$ cat src/ets_pkg.sv
// constants, record map and helpers for the edge timestamp input block
package ets_pkg;

  // ----------------------------------------------------------------------
  // clocking and timing
  // ----------------------------------------------------------------------
  localparam int CLK_MHZ = 125;
  localparam int CNT_W = 24;
  localparam int CHANNELS = 2;

  // ----------------------------------------------------------------------
  // image lengths and entry layout
  // ----------------------------------------------------------------------
  localparam logic [7:0] IMG_LEN_SMALL = 8'h14;
  localparam logic [7:0] IMG_LEN_LARGE = 8'h3c;
  localparam logic [7:0] OUT_IMG_LEN = 8'h00;
  localparam int ENTRY_BYTES = 4;
  localparam int ENTRY_W = 32;

  // ----------------------------------------------------------------------
  // record set numbers and object indexes
  // ----------------------------------------------------------------------
  localparam logic [15:0] DS_DIAG_SHORT = 16'h0000;
  localparam logic [15:0] DS_DIAG_FULL = 16'h0001;
  localparam logic [15:0] DS_DELAY = 16'h0001;
  localparam logic [15:0] DS_LENGTHS = 16'h0002;
  localparam logic [15:0] DS_EDGES = 16'h0080;
  localparam logic [15:0] IX_DIAG_SHORT = 16'h2f00;
  localparam logic [15:0] IX_DIAG_FULL = 16'h2f01;
  localparam logic [15:0] IX_IN_LEN = 16'h3100;
  localparam logic [15:0] IX_OUT_LEN = 16'h3101;
  localparam logic [15:0] IX_DELAY0 = 16'h3102;
  localparam logic [15:0] IX_DELAY1 = 16'h3103;
  localparam logic [15:0] IX_RISE = 16'h3104;
  localparam logic [15:0] IX_FALL = 16'h3105;

  // ----------------------------------------------------------------------
  // register reset values and field layout
  // ----------------------------------------------------------------------
  localparam logic [7:0] DELAY_RST = 8'h02;
  localparam logic [7:0] EDGE_RST = 8'h00;
  localparam logic [7:0] EDGE_MASK = 8'h03;
  localparam logic [7:0] MODULE_INFO = 8'h1f;
  localparam logic [7:0] CHAN_TYPE = 8'h70;
  localparam logic [7:0] DIAG_BITS = 8'h00;
  localparam logic [7:0] CHAN_COUNT = 8'h02;
  localparam logic [7:0] DIAG_SHORT_LEN = 8'h04;
  localparam logic [7:0] DIAG_FULL_LEN = 8'h14;
  localparam logic [7:0] DIAG_TICK_OFS = 8'h10;
  localparam logic [7:0] DIAG_MODINFO_OFS = 8'h01;
  localparam logic [7:0] DIAG_CHTYPE_OFS = 8'h04;
  localparam logic [7:0] DIAG_BITS_OFS = 8'h05;
  localparam logic [7:0] DIAG_CHCNT_OFS = 8'h06;

  // ----------------------------------------------------------------------
  // input delay codes and their times in microseconds
  // ----------------------------------------------------------------------
  localparam logic [7:0] DLY_C1 = 8'h00;
  localparam logic [7:0] DLY_C3 = 8'h02;
  localparam logic [7:0] DLY_C10 = 8'h04;
  localparam logic [7:0] DLY_C86 = 8'h07;
  localparam logic [7:0] DLY_C342 = 8'h09;
  localparam logic [7:0] DLY_C2731 = 8'h0c;
  localparam int DLY_US1 = 1;
  localparam int DLY_US3 = 3;
  localparam int DLY_US10 = 10;
  localparam int DLY_US86 = 86;
  localparam int DLY_US342 = 342;
  localparam int DLY_US2731 = 2731;

  // delay code to time in microseconds, zero for an illegal code
  function automatic logic [11:0] delay_us(input logic [7:0] code);
    logic [11:0] us;
    us = 12'h000;
    case (code)
      DLY_C1: us = 12'(DLY_US1);
      DLY_C3: us = 12'(DLY_US3);
      DLY_C10: us = 12'(DLY_US10);
      DLY_C86: us = 12'(DLY_US86);
      DLY_C342: us = 12'(DLY_US342);
      DLY_C2731: us = 12'(DLY_US2731);
      default: us = 12'h000;
    endcase
    return us;
  endfunction

endpackage

$ cat src/ets_flt_if.sv
// link between the edge block and one input delay filter
`timescale 1ns/1ns
interface ets_flt_if;
  logic raw;
  logic [ets_pkg::CNT_W-1:0] limit;
  logic filtered;
  modport ctrl (output raw, output limit, input filtered);
  modport filt (input raw, input limit, output filtered);
endinterface

$ cat src/ets_delay_filter.sv
// input delay filter: output follows input after it held for limit cycles
`timescale 1ns/1ns
module ets_delay_filter (
  input wire logic core_clk,
  input wire logic srst,
  input wire logic clk_en,
  ets_flt_if.filt fl
);

  typedef struct packed {
    logic [ets_pkg::CNT_W-1:0] cnt;
    logic level;
  } ets_flt_st_t;

  localparam ets_flt_st_t FLT_RST = '{cnt: '0, level: 1'b0};

  ets_flt_st_t st_reg;
  ets_flt_st_t st_next;

  // ----------------------------------------------------------------------
  // peak suppression
  // ----------------------------------------------------------------------
  // a peak shorter than the limit restarts the count and never passes
  always_comb begin
    st_next = st_reg;
    if (fl.raw == st_reg.level) begin
      st_next.cnt = '0;
    end else if (st_reg.cnt + 1'b1 >= fl.limit) begin
      st_next.level = fl.raw;
      st_next.cnt = '0;
    end else begin
      st_next.cnt = st_reg.cnt + 1'b1;
    end
  end

  always_ff @(posedge core_clk) begin
    if (srst) begin
      st_reg <= FLT_RST;
    end else if (clk_en) begin
      st_reg <= st_next;
    end
  end

  assign fl.filtered = st_reg.level;

endmodule // ets_delay_filter

$ cat src/ets_edge_timestamp.sv
// two-channel edge timestamp input with process image and record access
// What this block does
// - input image length fixed by variant
// - output image length always zero
// - selectable input delay, six legal codes
// - rising-edge enable byte, bit per input
// - falling-edge enable byte, bit per input
// - enabled edge stores tick and input states
// - newest entry at offset zero, others shift
// - small variant keeps five entries, oldest lost
// - overflow discards entries in arrival order
// - large variant keeps fifteen entries
// - no interrupts; diagnostics are read only
// - record set 01h full, 00h first four
// - index 2F01h full, 2F00h first four
// - module information reads digital, channel info
// - channel type 70h, bit seven zero
// - diagnostic bits per channel read zero
// - channel count reads two
// - diagnostic read captures 32-bit ticker
`timescale 1ns/1ns
module ets_edge_timestamp #(
  parameter bit LARGE_VARIANT = 1'b0,
  parameter int CLK_PER_US = ets_pkg::CLK_MHZ,
  parameter int ENTRIES = LARGE_VARIANT ? 15 : 5
) (
  input wire logic core_clk,
  input wire logic srst,
  input wire logic clk_en,
  input wire logic [ets_pkg::CHANNELS-1:0] digital_input_n,
  input wire logic [31:0] us_tick,
  input wire logic pii_rd,
  input wire logic [5:0] pii_addr,
  output logic [7:0] pii_rdata,
  input wire logic rec_req,
  input wire logic rec_wr,
  input wire logic rec_by_index,
  input wire logic [15:0] record_set_number,
  input wire logic [7:0] rec_byte,
  input wire logic [7:0] rec_wdata,
  output logic rec_ack,
  output logic rec_err,
  output logic [7:0] rec_rdata
);

  localparam int CH = ets_pkg::CHANNELS;
  localparam logic [7:0] IMG_LEN = LARGE_VARIANT ? ets_pkg::IMG_LEN_LARGE
                                                 : ets_pkg::IMG_LEN_SMALL;

  typedef struct packed {
    logic [CH-1:0] sync1;
    logic [CH-1:0] sync2;
    logic [CH-1:0] prev;
    logic [CH-1:0][7:0] delay;
    logic [7:0] rise_en;
    logic [7:0] fall_en;
    logic [7:0] seq;
    logic [ENTRIES-1:0][ets_pkg::ENTRY_W-1:0] entries;
    logic [31:0] tick_cap;
    logic ack;
    logic err;
    logic [7:0] rdata;
    logic [7:0] pdata;
  } ets_st_t;

  localparam ets_st_t ST_RST = '{
    sync1: '0,
    sync2: '0,
    prev: '0,
    delay: {CH{ets_pkg::DELAY_RST}},
    rise_en: ets_pkg::EDGE_RST,
    fall_en: ets_pkg::EDGE_RST,
    seq: 8'h00,
    entries: '0,
    tick_cap: 32'h0000_0000,
    ack: 1'b0,
    err: 1'b0,
    rdata: 8'h00,
    pdata: 8'h00
  };

  // a low clk_en holds every field, filters and synchronisers included
  ets_st_t st_reg;
  ets_st_t st_next;
  logic [CH-1:0] filt;

  // ----------------------------------------------------------------------
  // helpers
  // ----------------------------------------------------------------------
  function automatic logic [ets_pkg::CNT_W-1:0] delay_cycles(
    input logic [7:0] code);
    logic [31:0] c;
    c = 32'(ets_pkg::delay_us(code)) * 32'(CLK_PER_US);
    if (c == 32'h0000_0000) begin
      c = 32'h0000_0001;
    end
    return c[ets_pkg::CNT_W-1:0];
  endfunction

  function automatic logic legal_delay(input logic [7:0] code);
    return ets_pkg::delay_us(code) != 12'h000;
  endfunction

  // reserved enable bits are stored as zero, so they read back as zero
  function automatic logic [7:0] edge_mask(input logic [7:0] v);
    return v & ets_pkg::EDGE_MASK;
  endfunction

  // the short record is the first four bytes of the full one
  function automatic logic [7:0] diag_len(input logic first_four);
    return first_four ? ets_pkg::DIAG_SHORT_LEN : ets_pkg::DIAG_FULL_LEN;
  endfunction

  // one entry: tick low half, sequence number, filtered input states
  function automatic logic [ets_pkg::ENTRY_W-1:0] make_entry(
    input logic [15:0] tick,
    input logic [7:0] seq,
    input logic [CH-1:0] states);
    return {tick, seq, {(8 - CH){1'b0}}, states};
  endfunction

  // offsets past the image length or the kept entries read zero
  function automatic logic [7:0] image_byte(
    input logic [5:0] addr,
    input logic [ENTRIES-1:0][ets_pkg::ENTRY_W-1:0] ents);
    logic [3:0] slot;
    logic [1:0] lane;
    logic [7:0] b;
    slot = addr[5:2];
    lane = addr[1:0];
    b = 8'h00;
    if (8'(addr) < IMG_LEN && 32'(slot) < ENTRIES) begin
      b = ents[slot][8 * lane +: 8];
    end
    return b;
  endfunction

  // fixed diagnostic record; reserved bytes fall through to zero
  function automatic logic [7:0] diag_byte(input logic [7:0] idx,
                                           input logic [31:0] tick);
    logic [7:0] b;
    b = 8'h00;
    if (idx == ets_pkg::DIAG_MODINFO_OFS) begin
      b = ets_pkg::MODULE_INFO;
    end else if (idx == ets_pkg::DIAG_CHTYPE_OFS) begin
      b = ets_pkg::CHAN_TYPE;
    end else if (idx == ets_pkg::DIAG_BITS_OFS) begin
      b = ets_pkg::DIAG_BITS;
    end else if (idx == ets_pkg::DIAG_CHCNT_OFS) begin
      b = ets_pkg::CHAN_COUNT;
    end else if (idx >= ets_pkg::DIAG_TICK_OFS &&
                 idx < ets_pkg::DIAG_FULL_LEN) begin
      b = tick[8 * (idx - ets_pkg::DIAG_TICK_OFS) +: 8];
    end
    return b;
  endfunction

  // ----------------------------------------------------------------------
  // input delay filters
  // ----------------------------------------------------------------------
  genvar g;
  generate
    for (g = 0; g < CH; g++) begin : g_flt
      ets_flt_if fl ();
      assign fl.raw = st_reg.sync2[g];
      // limit follows the live code, so a rewrite retimes a count in flight
      assign fl.limit = delay_cycles(st_reg.delay[g]);
      assign filt[g] = fl.filtered;
      ets_delay_filter u_flt (
        .core_clk(core_clk),
        .srst(srst),
        .clk_en(clk_en),
        .fl(fl)
      );
    end
  endgenerate

  // ----------------------------------------------------------------------
  // next state
  // ----------------------------------------------------------------------
  always_comb begin
    logic [CH-1:0] rise;
    logic [CH-1:0] fall;
    logic [ets_pkg::ENTRY_W-1:0] entry;
    logic diag_short;
    logic diag_full;
    rise = '0;
    fall = '0;
    entry = '0;
    diag_short = 1'b0;
    diag_full = 1'b0;
    st_next = st_reg;
    st_next.ack = 1'b0;
    st_next.err = 1'b0;

    // ----------------------------------------------------------------------
    // synchronisers
    // ----------------------------------------------------------------------
    // pins are asynchronous: two flops before anything looks at them
    st_next.sync1 = digital_input_n;
    st_next.sync2 = st_reg.sync1;

    // ----------------------------------------------------------------------
    // edge capture
    // ----------------------------------------------------------------------
    // edges on the filtered level only, so rejected peaks never log
    st_next.prev = filt;
    rise = filt & ~st_reg.prev & st_reg.rise_en[CH-1:0];
    fall = ~filt & st_reg.prev & st_reg.fall_en[CH-1:0];
    // simultaneous edges on both inputs share one entry
    entry = make_entry(us_tick[15:0], st_reg.seq, filt);
    if (|(rise | fall)) begin
      // shift toward higher offsets; top entry falls out first
      st_next.entries = {st_reg.entries[ENTRIES-2:0], entry};
      st_next.seq = st_reg.seq + 8'h01;
    end

    // ----------------------------------------------------------------------
    // process image read
    // ----------------------------------------------------------------------
    // entry n sits at byte 4n; the read data holds between strobes
    if (pii_rd) begin
      st_next.pdata = image_byte(pii_addr, st_reg.entries);
    end

    // ----------------------------------------------------------------------
    // record and object access
    // ----------------------------------------------------------------------
    if (rec_req) begin
      st_next.ack = 1'b1;
      st_next.rdata = 8'h00;
      if (rec_by_index) begin
        diag_short = record_set_number == ets_pkg::IX_DIAG_SHORT;
        diag_full = record_set_number == ets_pkg::IX_DIAG_FULL;
      end else begin
        diag_short = record_set_number == ets_pkg::DS_DIAG_SHORT;
        // set 01h splits by direction: reads the record, writes delays
        diag_full = !rec_wr &&
                    record_set_number == ets_pkg::DS_DIAG_FULL;
      end

      if (diag_short || diag_full) begin
        // read only: a write is refused, nothing raises an event
        if (rec_wr || rec_byte >= diag_len(diag_short)) begin
          st_next.err = 1'b1;
        end else begin
          // byte 0 starts a fresh record and snapshots the ticker
          if (rec_byte == 8'h00) begin
            st_next.tick_cap = us_tick;
          end
          st_next.rdata = diag_byte(rec_byte, st_reg.tick_cap);
        end
      end else if (!rec_by_index &&
                   record_set_number == ets_pkg::DS_LENGTHS) begin
        // lengths are fixed; writes are accepted and leave them alone
        if (rec_byte == 8'h00) begin
          st_next.rdata = IMG_LEN;
        end else if (rec_byte == 8'h01) begin
          st_next.rdata = ets_pkg::OUT_IMG_LEN;
        end else begin
          st_next.err = 1'b1;
        end
      end else if (!rec_by_index &&
                   record_set_number == ets_pkg::DS_DELAY) begin
        if (rec_byte >= 8'(CH)) begin
          st_next.err = 1'b1;
        end else if (!legal_delay(rec_wdata)) begin
          st_next.err = 1'b1;
        end else begin
          st_next.delay[rec_byte[0]] = rec_wdata;
        end
      end else if (!rec_by_index &&
                   record_set_number == ets_pkg::DS_EDGES) begin
        if (rec_byte == 8'h00) begin
          st_next.rdata = st_reg.rise_en;
          if (rec_wr) begin
            st_next.rise_en = edge_mask(rec_wdata);
          end
        end else if (rec_byte == 8'h01) begin
          st_next.rdata = st_reg.fall_en;
          if (rec_wr) begin
            st_next.fall_en = edge_mask(rec_wdata);
          end
        end else begin
          st_next.err = 1'b1;
        end
      end else if (rec_by_index) begin
        // single-byte objects, one per parameter
        unique case (record_set_number)
          ets_pkg::IX_IN_LEN: st_next.rdata = IMG_LEN;
          ets_pkg::IX_OUT_LEN: st_next.rdata = ets_pkg::OUT_IMG_LEN;
          ets_pkg::IX_DELAY0, ets_pkg::IX_DELAY1: begin
            st_next.rdata = st_reg.delay[record_set_number[0]];
            if (rec_wr) begin
              if (legal_delay(rec_wdata)) begin
                st_next.delay[record_set_number[0]] = rec_wdata;
              end else begin
                st_next.err = 1'b1;
              end
            end
          end
          ets_pkg::IX_RISE: begin
            st_next.rdata = st_reg.rise_en;
            if (rec_wr) begin
              st_next.rise_en = edge_mask(rec_wdata);
            end
          end
          ets_pkg::IX_FALL: begin
            st_next.rdata = st_reg.fall_en;
            if (rec_wr) begin
              st_next.fall_en = edge_mask(rec_wdata);
            end
          end
          default: st_next.err = 1'b1;
        endcase
        if (rec_wr && (record_set_number == ets_pkg::IX_IN_LEN ||
                       record_set_number == ets_pkg::IX_OUT_LEN)) begin
          st_next.err = 1'b1;
        end
      end else begin
        st_next.err = 1'b1;
      end
    end
  end

  // ----------------------------------------------------------------------
  // state register
  // ----------------------------------------------------------------------
  always_ff @(posedge core_clk) begin
    if (srst) begin
      st_reg <= ST_RST;
    end else if (clk_en) begin
      st_reg <= st_next;
    end
  end

  // ----------------------------------------------------------------------
  // outputs
  // ----------------------------------------------------------------------
  // every output is a field of the state flops, never a gate after them
  assign pii_rdata = st_reg.pdata;
  assign rec_ack = st_reg.ack;
  assign rec_err = st_reg.err;
  assign rec_rdata = st_reg.rdata;

endmodule // ets_edge_timestamp

$ cat config.mk
export PLATFORM = sky130hd
export DESIGN_NAME = ets_edge_timestamp
export DESIGN_NICKNAME = d
export VERILOG_FILES = /design/src/ets_pkg.sv /design/src/ets_flt_if.sv /design/src/ets_delay_filter.sv /design/src/ets_edge_timestamp.sv
export SDC_FILE = /design/constraint.sdc
export NUM_CORES = 1
export LEC_CHECK = 0
export ABC_AREA = 1
export BUFFER_PORTS_ARGS = -buffer_cell sky130_fd_sc_hd__buf_2
export CAP_MARGIN = 15
export CORE_AREA = 2 2 173 345
export CTS_CLUSTER_DIAMETER = 60
export DETAILED_ROUTE_END_ITERATION = 7
export DIE_AREA = 0 0 175 347
export SYNTH_ARGS = -nofsm -noshare
export SYNTH_HDL_FRONTEND = slang
export SYNTH_SLANG_ARGS = --single-unit
$ cat constraint.sdc
create_clock -name core_clk -period 8.1 [get_ports core_clk]
set_input_delay 1.215 -clock core_clk [delete_from_list [all_inputs] [get_ports core_clk]]
set_output_delay 1.215 -clock core_clk [all_outputs]
set_load 0.005 [all_outputs]
# [After elaboration in Yosys (flattened, before gate mapping)]
# Cells that the tools add are included.
[word_totals] reg_bits=276
[classes] addsub=4 n_mul=2 n_lt_le_gt_ge=13 n_eq_ne=38 n_shift=2 mux=81 bitwise=13 n_reduce_logical=42
[ops] op="12-bit one-hot mux with 6 select lines" count=3
[ops] op="8-bit 2-to-1 mux" count=22
[ops] op="12-bit 2-to-1 mux" count=13
[ops] op="16-bit by 14-bit == test with 1-bit output, second input constant" count=8
[ops] op="16-bit 2-to-1 mux" count=8
[ops] op="32-bit binary-select mux with 3-bit select" count=1
[ops] op="24-bit 2-to-1 mux" count=4
[ops] op="8-bit by 3-bit == test with 1-bit output, second input constant" count=9
[ops] op="32-bit 2-to-1 mux" count=2
[ops] op="24-bit by 1-bit adder with 24-bit output, second input constant" count=2
[ops] op="8-bit by 4-bit == test with 1-bit output, second input constant" count=6
[ops] op="24-bit by 19-bit >= comparator with 1-bit output" count=2
[ops] op="19-bit zero test" count=2
[ops] op="12-bit by 7-bit multiplier with 19-bit output, second input constant" count=2
[ops] op="19-bit 2-to-1 mux" count=2
[ops] op="32-bit by 33-bit indexed part select with 8-bit output" count=1
[ops] op="16-bit bitwise mux" count=2
[ops] op="8-bit zero test" count=4
[ops] op="8-bit one-hot mux with 4 select lines" count=1
[ops] op="32-bit by 6-bit indexed part select with 8-bit output" count=1
[ops] op="9-bit 2-to-1 mux" count=3
[ops] op="8-bit by 2-bit == test with 1-bit output, second input constant" count=3
[ops] op="12-bit nonzero test" count=2
[ops] op="8-bit demux with 1-bit select" count=2
[ops] op="other kinds (39)" count=90

# [Logic depth before layout (Yosys ltp)]
# Gate-level depths: netlist of run 1.
[logic_depth] word_depth=21 depth_mapped=53

# [By module]
# Synthesis of run 1 repeated with hierarchy kept, for this count alone.
[unflattened] hier_cells=2788 hier_area_um2=18509.0
[by_module_without_submodules] mod="ets_edge_timestamp" n_inst=1 cells_each=2106 area_per_inst_um2=14034.7 seq_area_each_um2=4284.1
[by_module_without_submodules] mod="ets_delay_filter" n_inst=2 cells_each=341 area_per_inst_um2=2237.1 seq_area_each_um2=500.5

# [Worst setup path after synthesis of run 1]
# OpenSTA, ideal clock, no wires.
[synth_path] path_type="register to register" start="register st_reg[246] in the netlist's numbering" end="register g_flt[1].u_flt.st_reg[1] in the netlist's numbering" setup_ps=66 t_arrival_ps=7315 required_time_ps=8034 slack_ps=719 stages_incl_launch_ff=51 n_path_buf=1 cell_sequence="dfxtp_1 -> nor2_1 -> nand3_1 -> nor4_1 -> inv_1 -> ha_1 -> inv_1 -> nor3_1 -> inv_1 -> nand2_2 -> inv_1 -> nor2_1 -> inv_1 -> ha_1 -> xor2_1 -> fa_1 -> fa_1 -> inv_1 -> [... 15 more ...] -> inv_1 -> nand2_1 -> nand2_1 -> nand2_1 -> nand2_1 -> nand2_1 -> nand2_1 -> nand2_1 -> nand2_1 -> nand2_1 -> nand2_1 -> nand2_1 -> nand2_1 -> nand2_1 -> nand2_1 -> nand3_4 -> buf_6 -> a21oi_2"
[synth_between] elab_chain_cells=8
[synth_lines] item="start, declared" line_no="ets_edge_timestamp.sv:83" text="ets_st_t st_reg;"
[synth_lines] item="start signal, assigned" line_no="ets_edge_timestamp.sv:333" text="st_reg <= st_next;"
[synth_lines] item="8-bit by 4-bit == test with 1-bit output (tied with other cells)" line_no="ets_pkg.sv:75" text="case (code)"
[synth_lines] item="12-bit one-hot mux with 6 select lines *" line_no="ets_pkg.sv:75"
[synth_lines] item="12-bit by 7-bit multiplier with 19-bit output *" line_no="ets_edge_timestamp.sv:93" text="c = 32'(ets_pkg::delay_us(code)) * 32'(CLK_PER_US);"
[synth_lines] item="19-bit zero test" line_no="ets_edge_timestamp.sv:94" text="if (c == 32'h0000_0000) begin"
[synth_lines] item="19-bit 2-to-1 mux *" line_no="ets_edge_timestamp.sv:94"
[synth_lines] item="24-bit by 19-bit >= comparator with 1-bit output *" line_no="ets_delay_filter.sv:28" text="end else if (st_reg.cnt + 1'b1 >= fl.limit) begin"
[synth_lines] item="24-bit 2-to-1 mux *" line_no="ets_delay_filter.sv:28"
[synth_lines] item="24-bit 2-to-1 mux *" line_no="ets_delay_filter.sv:26" text="if (fl.raw == st_reg.level) begin"
[synth_lines] item="end signal, assigned" line_no="ets_delay_filter.sv:40" text="st_reg <= st_next;"
[synth_lines] item="end, declared" line_no="ets_delay_filter.sv:17" text="ets_flt_st_t st_reg;"
# Mark *: on every way between the ends. The rest lies on a longest branch, timed or not.
# A chain may end at the register's enable or synchronous reset.

# [Final worst setup path of run 1]
[layout_path] start="register st_reg[240] in the netlist's numbering" end="register g_flt[0].u_flt.st_reg[5] in the netlist's numbering"
[layout_between] elab_chain_cells=8
[layout_lines] item="8-bit by 4-bit == test with 1-bit output (tied with other cells)" line_no="ets_pkg.sv:75"
[layout_lines] item="12-bit one-hot mux with 6 select lines *" line_no="ets_pkg.sv:75"
[layout_lines] item="12-bit by 7-bit multiplier with 19-bit output *" line_no="ets_edge_timestamp.sv:93"
[layout_lines] item="19-bit zero test" line_no="ets_edge_timestamp.sv:94"
[layout_lines] item="19-bit 2-to-1 mux *" line_no="ets_edge_timestamp.sv:94"
[layout_lines] item="24-bit by 19-bit >= comparator with 1-bit output *" line_no="ets_delay_filter.sv:28"
[layout_lines] item="24-bit 2-to-1 mux *" line_no="ets_delay_filter.sv:28"
[layout_lines] item="24-bit 2-to-1 mux *" line_no="ets_delay_filter.sv:26"
[layout_lines] item="end signal, assigned" line_no="ets_delay_filter.sv:40"
[layout_lines] item="end, declared" line_no="ets_delay_filter.sv:17"
# Marked as above.

==> reports/metrics.yaml, run 1 <==
outcome:
  outcome: "completed"
synth:
  synth_seq_cells: 264
  seq_area_frac_synth: 0.306
  yosys_warnings: 0
  synth.distinct_cells: 59
  synthFlopType: "dfxtp_1"
  synth_edf_count: 0
  synthArstFlopShare: 0
  syn_area_mm2: 0.0173
  synth_area_per_cell_um2: 7.11
  syn-num-nets: 2671
  netlist.area_leader.share: 0.306
  post-synth-top-area-cell: "dfxtp_1"
  postSynthCellCount: 2430
  synth_area_leaders: "dfxtp_1, o21ai_0, ha_1, nor2_1, nand2_1"
final_layout:
  drive_above_1_share: 0.110
  utilization: 0.332
  final_common_cell: "nor2_1"
  nFillCells: 6289
  layout.area.seq_mm2: 0.00529
  largest_reg_flops: 192
  multiInputGateArea_mm2: 0.0103
  area_delta_synth_final_pct: 11.4
  nNetsFinal: 2702
  final_cell_mix: "nor2_1, nand2_1, o21ai_0"
power:
  swShare: 0.247
  p_seq_frac: 0.484
  power_density_mw_per_mm2: 140
  power_frac_comb: 0.065
  power.switching_mw: 0.667
  p_leak_nw: 8.59
  p_int_mw: 2.03
  pwr-share-clk: 0.451
  power_mw: 2.69
  ir_worst_vdd_mv: 0.139
drt:
  vias_per_cell: 4.79
  first_pass_iters: 5
  drt_iter0_markers: 643
  wl_per_cell_um: 15.1
  vias: 15500
  wl_mm: 48.9
  ant_nets: 0
  drc: 0
cts:
  ctsHoldBuffers: 0
  clock_path_buffers: 3
  cts_buffers: 25
  h-tree-depth: 1
  cts_tree: "built"
  clk_pin_slew_ns: 0.07
  cts-root-buf: "clkbuf_16"
  clock-sinks: 264
  insertion_delay_ns: 0.55
critical_path:
  path_class: "reg2reg"
  required_ns: 8.57
  crit_path_start_kind: "flop"
  slowest_delay_ns: 0.54
  cp_max_fo: 15
  crit_top_cell: "nand2_1"
  slowest_stage: "fa_1"
  crit_path_end_kind: "flop"
  reg2reg_depth: 47
  cp.arrival_ns: 7.99
floorplanning:
  fp-row-count: 125
  ios: 97
  fp.dieH_um: 347
  core_area_mm2: 0.0580
  initial_utilization: 0.298
  die_area_mm2: 0.0607
  dieWidth_um: 175
grt:
  gr-total-overflow: 0
  grt.total_usage: 0.157
  grt_max_degree: 97
  grt_pass1_wl_mm: 77.5
  grt_antenna_before_repair: 5
  first_global_vias: 15300
flow_run:
  drv_cap: 0
sta:
  timing.setup.tns_ns: 0
  fmax_ghz: 0.133
  holdWs_ns: 0.451
  worstMarginPinSlew_ns: 1.03
  slew_headroom: 0.315
  final-hold-violation-count: 0
  fin_crit_ns: 7.51
  maxSlewViolCount: 0
  finalCritPeriodShare: 0.928
  finalClockSkew_ns: 0.0214
  finalSetupViolations: 0
min_path:
  whs_path_depth: 2
  hp-class: "reg2reg"
placed_design:
  routabilityCongestion: 0.860
  port_buffers: 96
  hpwl_mm: 37.1
## cells in the mapped netlist, types with 7 or more instances
master and instances:
nor3_1 20, nand2_2 11, nand3_1 77, buf_1 9, nor2_4 8, buf_2 7
clkbuf_1 76, inv_1 289, nand2_1 349, o21ai_0 319, nand4_1 18, o22ai_1 17
o22ai_2 14, nor2_1 354, nor3_2 7, fa_1 44, or2_2 7, nor4_1 12
nor2_2 25, o211ai_1 15, a21oi_1 195, dfxtp_1 264, buf_6 8, xor2_1 50
buf_4 17, ha_1 118, xnor2_1 18
## power by group through the flow
stage	Combinational (mW)	Sequential, mW	Clock (mW)
after global placement	0.174	1.33	0
after floorplan	0.104	1.33	0
after CTS	0.175	1.30	1.25
final	0.176	1.30	1.21
after detailed placement	0.174	1.33	0
after global routing	0.195	1.30	1.30
## per-stage QoR
| step | instance area [um2] | instances | setup slack, ns |
|---|---|---|---|
| finish | 19200 | 3243 | 0.585 |
| global placement | 18300 | 3189 | 0.413 |
| global route | 19200 | 3242 | -0.0234 |
| CTS | 19100 | 3234 | 0.362 |
| floorplan | 17300 | 2430 | 0.719 |
| detailed placement | 18300 | 3189 | 0.408 |
## final cells by class
class,count,share of cell area
diodes,2,0.000260
clock buffers,35,0.0365
clock inverters,10,0.00618
inverters,298,0.0586
multi-input cells,1751,0.538
flip-flops and latches,264,0.275
well taps,762,0.0495
repair buffers,121,0.0367
## final timing paths
path          startpoint                       end  slack, ns
max reg2reg  st_reg[240]  g_flt[0].u_flt.st_reg[5]       0.59
max          st_reg[240]  g_flt[0].u_flt.st_reg[5]       0.59
min reg2reg  st_reg[203]               st_reg[203]       0.45
min          st_reg[203]               st_reg[203]       0.45
## worst max-delay path: cells and delay by family (launching register included)
kind	cells	cell delay, ns
adder cells (fa/ha/maj)	7	2.80
AND/OR/NAND/NOR	25	2.35
buffers and inverters	9	0.88
AO/OA/AOI/OAI	5	0.83
flip-flops	1	0.37
XOR/XNOR	1	0.22
## per-layer routing
layer	global-route usage	routed length, um
met1	0.153	17800
met2	0.312	27100
met3	0.0180	1250
met4	0.0922	2790
met5	0	52
## kinds of logic after synthesis
group / after synthesis / share of synthesized area
AO/OA/AOI/OAI: 610 / 0.195
XOR/XNOR: 68 / 0.0345
adder cells (fa/ha/maj): 162 / 0.136
buffers and inverters: 415 / 0.0979
flip-flops: 264 / 0.306
AND/OR/NAND/NOR: 911 / 0.231
## repair_timing
item | in CTS | in global routing
gates resized for setup | 0 | 11
buffers inserted | 0 | 7
endpoints found under the setup margin | 0 | 40
No activity file was read; power rests on OpenSTA's default activity.
==> run 2, diff against run 1 <==
Settings changed: GPL_TIMING_DRIVEN from default to 0.
Clock period 8.1 ns to 9.6 ns, I/O delays scaled along.
==> reports/metrics.yaml, run 2 (same netlist as run 1, synthesis figures left out) <==
cts:
  cts_tree: "built"  # unchanged
  h-tree-depth: 1  # unchanged
  cts_buffers: 27  # was 25
  clock_path_buffers: 3  # unchanged
  clk_pin_slew_ns: 0.07  # about the same
  cts-root-buf: "clkbuf_16"  # unchanged
  insertion_delay_ns: 0.58  # was 0.55 ns
  clock-sinks: 264  # unchanged
drt:
  wl_mm: 61.8  # was 48.9 mm
  ant_nets: 0  # unchanged
  drc: 0  # unchanged
  vias_per_cell: 4.98  # was 4.79
  first_pass_iters: 5  # unchanged
  drt_iter0_markers: 897  # was 643
  wl_per_cell_um: 18.5  # was 15.1 um
  vias: 16600  # was 15500
sta:
  finalSetupViolations: 0  # unchanged
  slew_headroom: 0.307  # was 0.315
  fmax_ghz: 0.118  # was 0.133 GHz
  timing.setup.tns_ns: 0  # unchanged
  finalClockSkew_ns: 0.0238  # was 0.0214 ns
  fin_crit_ns: 8.48  # was 7.51 ns
  finalCritPeriodShare: 0.884  # was 0.928
  final-hold-violation-count: 0  # unchanged
  rsz0062_at_grt: "false"
  maxSlewViolCount: 0  # unchanged
  setup_ws_ns: 1.12  # was 0.585 ns
  worstMarginPinSlew_ns: 1.03  # about the same
critical_path:
  cp.arrival_ns: 8.98  # was 7.99 ns
  r2r-end: "g_flt[0].u_flt.st_reg[1]"  # was g_flt[0].u_flt.st_reg[5]
  crit_top_cell: "nand2_1"  # unchanged
  r2r_slack_ns: 1.12  # was 0.59 ns
  crit_path_end_kind: "flop"  # unchanged
  path_class: "reg2reg"  # unchanged
  crit_path_start_kind: "flop"  # unchanged
  slowest_stage: "nor4_4"  # was fa_1
  cp_max_fo: 10  # was 15
  slowest_delay_ns: 0.57  # was 0.54 ns
  reg2reg_depth: 47  # unchanged
  timing.rr.start: "st_reg[236]"  # was st_reg[240]
  required_ns: 10.10  # was 8.57 ns
grt:
  grt_antenna_before_repair: 4  # was 5
  top_usage_layer: "met2"  # unchanged
  grt_pass1_wl_mm: 93.5  # was 77.5 mm
  met3_usage: 0.0224  # was 0.0180
  grt.total_usage: 0.200  # was 0.157
  use_met2: 0.396  # was 0.312
  use_met1: 0.169  # was 0.153
  first_global_vias: 16800  # was 15300
  gr-total-overflow: 0  # unchanged
  grt_max_degree: 15  # was 97
floorplanning:
  fp-row-count: 125  # unchanged
  initial_utilization: 0.298  # unchanged
  core_area_mm2: 0.0580  # unchanged
  ios: 97  # unchanged
  die_area_mm2: 0.0607  # unchanged
  fp.dieH_um: 347  # unchanged
  dieWidth_um: 175  # unchanged
final_layout:
  nNetsFinal: 2792  # was 2702
  largest_reg_flops: 192  # unchanged
  instances_no_fill: 3334  # was 3243
  nFillCells: 6303  # was 6289
  area_delta_synth_final_pct: 13.2  # was 11.4%
  final_common_cell: "nor2_1"  # unchanged
  final_cell_mix: "nor2_1, nand2_1, o21ai_0"  # unchanged
  drive_above_1_share: 0.105  # was 0.110
min_path:
  hold_end: "st_reg[195]"  # was st_reg[203]
  whs_path_depth: 2  # unchanged
  hp-start: "st_reg[195]"  # was st_reg[203]
  hp-class: "reg2reg"  # unchanged
placed_design:
  dp_slack_ns: 0.719  # was 0.408 ns
  routabilityCongestion: 0.974  # was 0.860
  dp_cells: 3283  # was 3189
  hpwl_mm: 49.9  # was 37.1 mm
  port_buffers: 91  # was 96
flow_run:
  drv_cap: 0  # unchanged
power:
  power_density_mw_per_mm2: 119  # was 140 mW/mm2
  ir_worst_vdd_mv: 0.153  # was 0.139 mV
  p_leak_nw: 8.72  # was 8.59 nW
outcome:
  outcome: "completed"  # unchanged
run 2: power by group:
group / total (mW) / switching, mW / internal (mW)
logic: 0.169 / 0.122 / 0.0465
clock network: 1.07 / 0.494 / 0.574
registers: 1.10 / 0.00277 / 1.10
total: 2.34 / 0.619 / 1.72
run 2: how the worst max path moves through the flow:
stage | start | end | slack (ns) | cells past startpoint
after floorplan | st_reg[246] | g_flt[1].u_flt.st_reg[1] | 2.22 | 50
after global placement | st_reg[239] | g_flt[0].u_flt.st_reg[1] | 0.22 | 48
after detailed placement | st_reg[236] | g_flt[0].u_flt.st_reg[1] | 0.72 | 47
after CTS | st_reg[236] | g_flt[0].u_flt.st_reg[1] | 0.68 | 47
after global routing | st_reg[239] | g_flt[0].u_flt.st_reg[1] | 0.27 | 48
final | st_reg[236] | g_flt[0].u_flt.st_reg[1] | 1.12 | 47
run 2: repair_timing:
action                                  in CTS  in global routing
setup buffers                                0                  0
gates resized for setup                      0                  1
endpoints found under the setup margin       0                 11
hold buffers                                 0                  0
run 2: through the flow:
stage	util	area [um2]	hold slack [ns]	power (mW)
2_1_floorplan	-	17300	0.424	1.21
3_3_place_gp	0.322	18700	0.435	1.29
3_5_place_dp	0.322	18700	0.439	1.29
4_1_cts	0.337	19600	0.448	2.35
5_1_grt	0.337	19600	0.457	2.40
6_report	0.337	19600	0.444	2.34
run 2: critical path: cells and delay by family (launching register included):
family | cells | cell delay (ns)
and+or+nand+nor | 26 | 2.85
adders and majority gates | 7 | 2.70
buffers and inverters | 9 | 1.45
AOI/OAI and AO/OA | 3 | 0.55
xor gates and xnor gates | 2 | 0.46
DFF | 1 | 0.38
run 2: final cells by class:
class | count | area (um2) | share of cell area
plain buffers | 117 | 572 | 0.0292
clock buffers | 36 | 739 | 0.0378
repair buffers | 92 | 460 | 0.0235
clock inverters | 13 | 116 | 0.00595
flip-flops and latches | 264 | 5290 | 0.270
diodes | 1 | 2.50 | 0.000128
well taps | 762 | 953 | 0.0487
inverters | 298 | 1120 | 0.0573
multi-input cells | 1751 | 10300 | 0.527
run 2: metal layers:
| layer | part of all wire | routed length [um] |
|---|---|---|
| met4 | 0.10 | 6420 |
| met3 | 0.035 | 2140 |
| met1 | 0.31 | 19300 |
| met2 | 0.55 | 33900 |
| met5 | 0.00040 | 25 |
==> run 3, diff against run 2 <==
Clock period 9.6 ns to 8.6 ns, I/O delays scaled along.
==> reports/metrics.yaml, run 3 (same netlist as run 1, synthesis figures left out) <==
outcome:
  outcome: "completed"  # unchanged
power:
  power_mw: 2.61  # was 2.34 mW
  power.switching_mw: 0.691  # was 0.619 mW
  p_int_mw: 1.92  # was 1.72 mW
  p_seq_frac: 0.471  # about the same
  power_frac_comb: 0.072  # about the same
  swShare: 0.265  # about the same
  power_density_mw_per_mm2: 132  # was 119 mW/mm2
  p_leak_nw: 8.79  # was 8.72 nW
  ir_worst_vdd_mv: 0.170  # was 0.153 mV
  pwr-share-clk: 0.457  # about the same
sta:
  holdWs_ns: 0.444  # about the same
  final-hold-violation-count: 0  # unchanged
  finalSetupViolations: 0  # unchanged
  fmax_ghz: 0.125  # was 0.118 GHz
  finalCritPeriodShare: 0.931  # was 0.884
  maxSlewViolCount: 0  # unchanged
  setup_ws_ns: 0.593  # was 1.12 ns
  worstMarginPinSlew_ns: 1.03  # about the same
  finalClockSkew_ns: 0.0228  # was 0.0238 ns
  timing.setup.tns_ns: 0  # unchanged
  slew_headroom: 0.305  # was 0.307
  fin_crit_ns: 8.01  # was 8.48 ns
placed_design:
  routabilityCongestion: 0.974  # unchanged
  port_buffers: 91  # unchanged
  dp_slack_ns: -0.281  # was 0.719 ns
  hpwl_mm: 49.9  # unchanged
critical_path:
  r2r-end: "g_flt[0].u_flt.st_reg[1]"  # unchanged
  reg2reg_depth: 45  # was 47
  slowest_delay_ns: 0.56  # was 0.57 ns
  crit_top_cell: "nand2_1"  # unchanged
  cp_max_fo: 10  # unchanged
  required_ns: 9.10  # was 10.10 ns
  path_class: "reg2reg"  # unchanged
  crit_path_end_kind: "flop"  # unchanged
  slowest_stage: "fa_1"  # was nor4_4
  critPathLaunch: "st_reg[239]"  # was st_reg[236]
  crit_path_start_kind: "flop"  # unchanged
  timing.rr.start: "st_reg[239]"  # was st_reg[236]
  crit_path_end: "g_flt[0].u_flt.st_reg[1]"  # unchanged
  r2r_slack_ns: 0.59  # was 1.12 ns
  cp.arrival_ns: 8.51  # was 8.98 ns
drt:
  wl_mm: 62.1  # was 61.8 mm
  ant_nets: 0  # unchanged
  wl_per_cell_um: 18.5  # about the same
  drt_iter0_markers: 908  # was 897
  first_pass_iters: 5  # unchanged
  vias: 16700  # was 16600
  drc: 0  # unchanged
  vias_per_cell: 4.98  # about the same
cts:
  clock-sinks: 264  # unchanged
  insertion_delay_ns: 0.58  # about the same
  cts_buffers: 27  # unchanged
  cts_tree: "built"  # unchanged
  clk_pin_slew_ns: 0.07  # about the same
  ctsHoldBuffers: 0  # unchanged
  clock_path_buffers: 3  # unchanged
  h-tree-depth: 1  # unchanged
  cts-root-buf: "clkbuf_16"  # unchanged
grt:
  grt_antenna_before_repair: 5  # was 4
  grt_max_degree: 15  # unchanged
  gr-total-overflow: 0  # unchanged
  first_global_vias: 16800  # about the same
  grt_pass1_wl_mm: 93.5  # about the same
  grt.total_usage: 0.200  # about the same
final_layout:
  multiInputGateArea_mm2: 0.0104  # was 0.0103 mm2
  nFillCells: 6282  # was 6303
  area_delta_synth_final_pct: 14.5  # was 13.2%
  drive_above_1_share: 0.117  # was 0.105
  final_common_cell: "nor2_1"  # unchanged
  largest_reg_flops: 192  # unchanged
  final_cell_mix: "nor2_1, nand2_1, o21ai_0"  # unchanged
  layout.area.seq_mm2: 0.00529  # unchanged
  nNetsFinal: 2809  # was 2792
floorplanning:
  initial_utilization: 0.298  # unchanged
  core_area_mm2: 0.0580  # unchanged
  fp.dieH_um: 347  # unchanged
  die_area_mm2: 0.0607  # unchanged
  ios: 97  # unchanged
  dieWidth_um: 175  # unchanged
  fp-row-count: 125  # unchanged
min_path:
  hp-class: "reg2reg"  # unchanged
flow_run:
  drv_cap: 0  # unchanged
-- run 3: worst min path at each step --
stage                           start     endpoint  slack, ns  cells past startpoint
final                     st_reg[195]  st_reg[195]       0.44                      2
after global routing      st_reg[195]  st_reg[195]       0.46                      2
after CTS                 st_reg[195]  st_reg[195]       0.45                      2
after detailed placement  st_reg[195]  st_reg[195]       0.44                      2
after global placement    st_reg[195]  st_reg[195]       0.44                      2
after floorplan           st_reg[195]  st_reg[195]       0.42                      2
-- run 3: final cells by class --
| class | instances | share of cell area |
|---|---|---|
| clock buffer | 36 | 0.0374 |
| clock inverter | 13 | 0.00588 |
| timing repair buffer | 109 | 0.0298 |
| tap | 762 | 0.0482 |
| sequential | 264 | 0.267 |
| antenna | 1 | 0.000126 |
| multi-input combinational | 1751 | 0.525 |
| inverter | 298 | 0.0574 |
| buffer | 117 | 0.0289 |
-- run 3: critical path, delay by kind of cell, from the launching register on --
kind,cells,cell delay (ns)
AOI/OAI and AO/OA,4,0.76
buffers and inverters,7,0.93
adders and majority gates,7,2.96
and+or+nand+nor,26,2.64
xor gates and xnor gates,1,0.29
DFF,1,0.33
-- run 3: through the flow --
| step | util | instances | cell area, um2 |
|---|---|---|---|
| 3_3_place_gp | 0.322 | 3283 | 18700 |
| 5_1_grt | 0.341 | 3350 | 19800 |
| 2_1_floorplan | - | 2430 | 17300 |
| 3_5_place_dp | 0.322 | 3283 | 18700 |
| 4_1_cts | 0.337 | 3332 | 19600 |
| 6_report | 0.341 | 3351 | 19800 |
-- run 3: power by group through the flow --
stage | clock network [mW] | registers (mW) | logic, mW
final | 1.19 | 1.23 | 0.188
after global routing | 1.25 | 1.23 | 0.202
after CTS | 1.21 | 1.23 | 0.185
after detailed placement | 0 | 1.26 | 0.184
after global placement | 0 | 1.26 | 0.184
after floorplan | 0 | 1.26 | 0.0982
-- run 3: timing repair --
item	CTS	global route
setup buffers	0	18
gates cloned	0	0
pin swaps	0	4
resized for setup	3	18
endpoints found under the setup margin	40	40
-- run 3: metal layers --
layer,vias to the layer above,track usage,share of wire
li1,8207,-,-
met1,7750,0.169,0.31
met2,477,0.396,0.55
met3,255,0.0228,0.037
met4,6,0.185,0.10
met5,-,0,0.00064
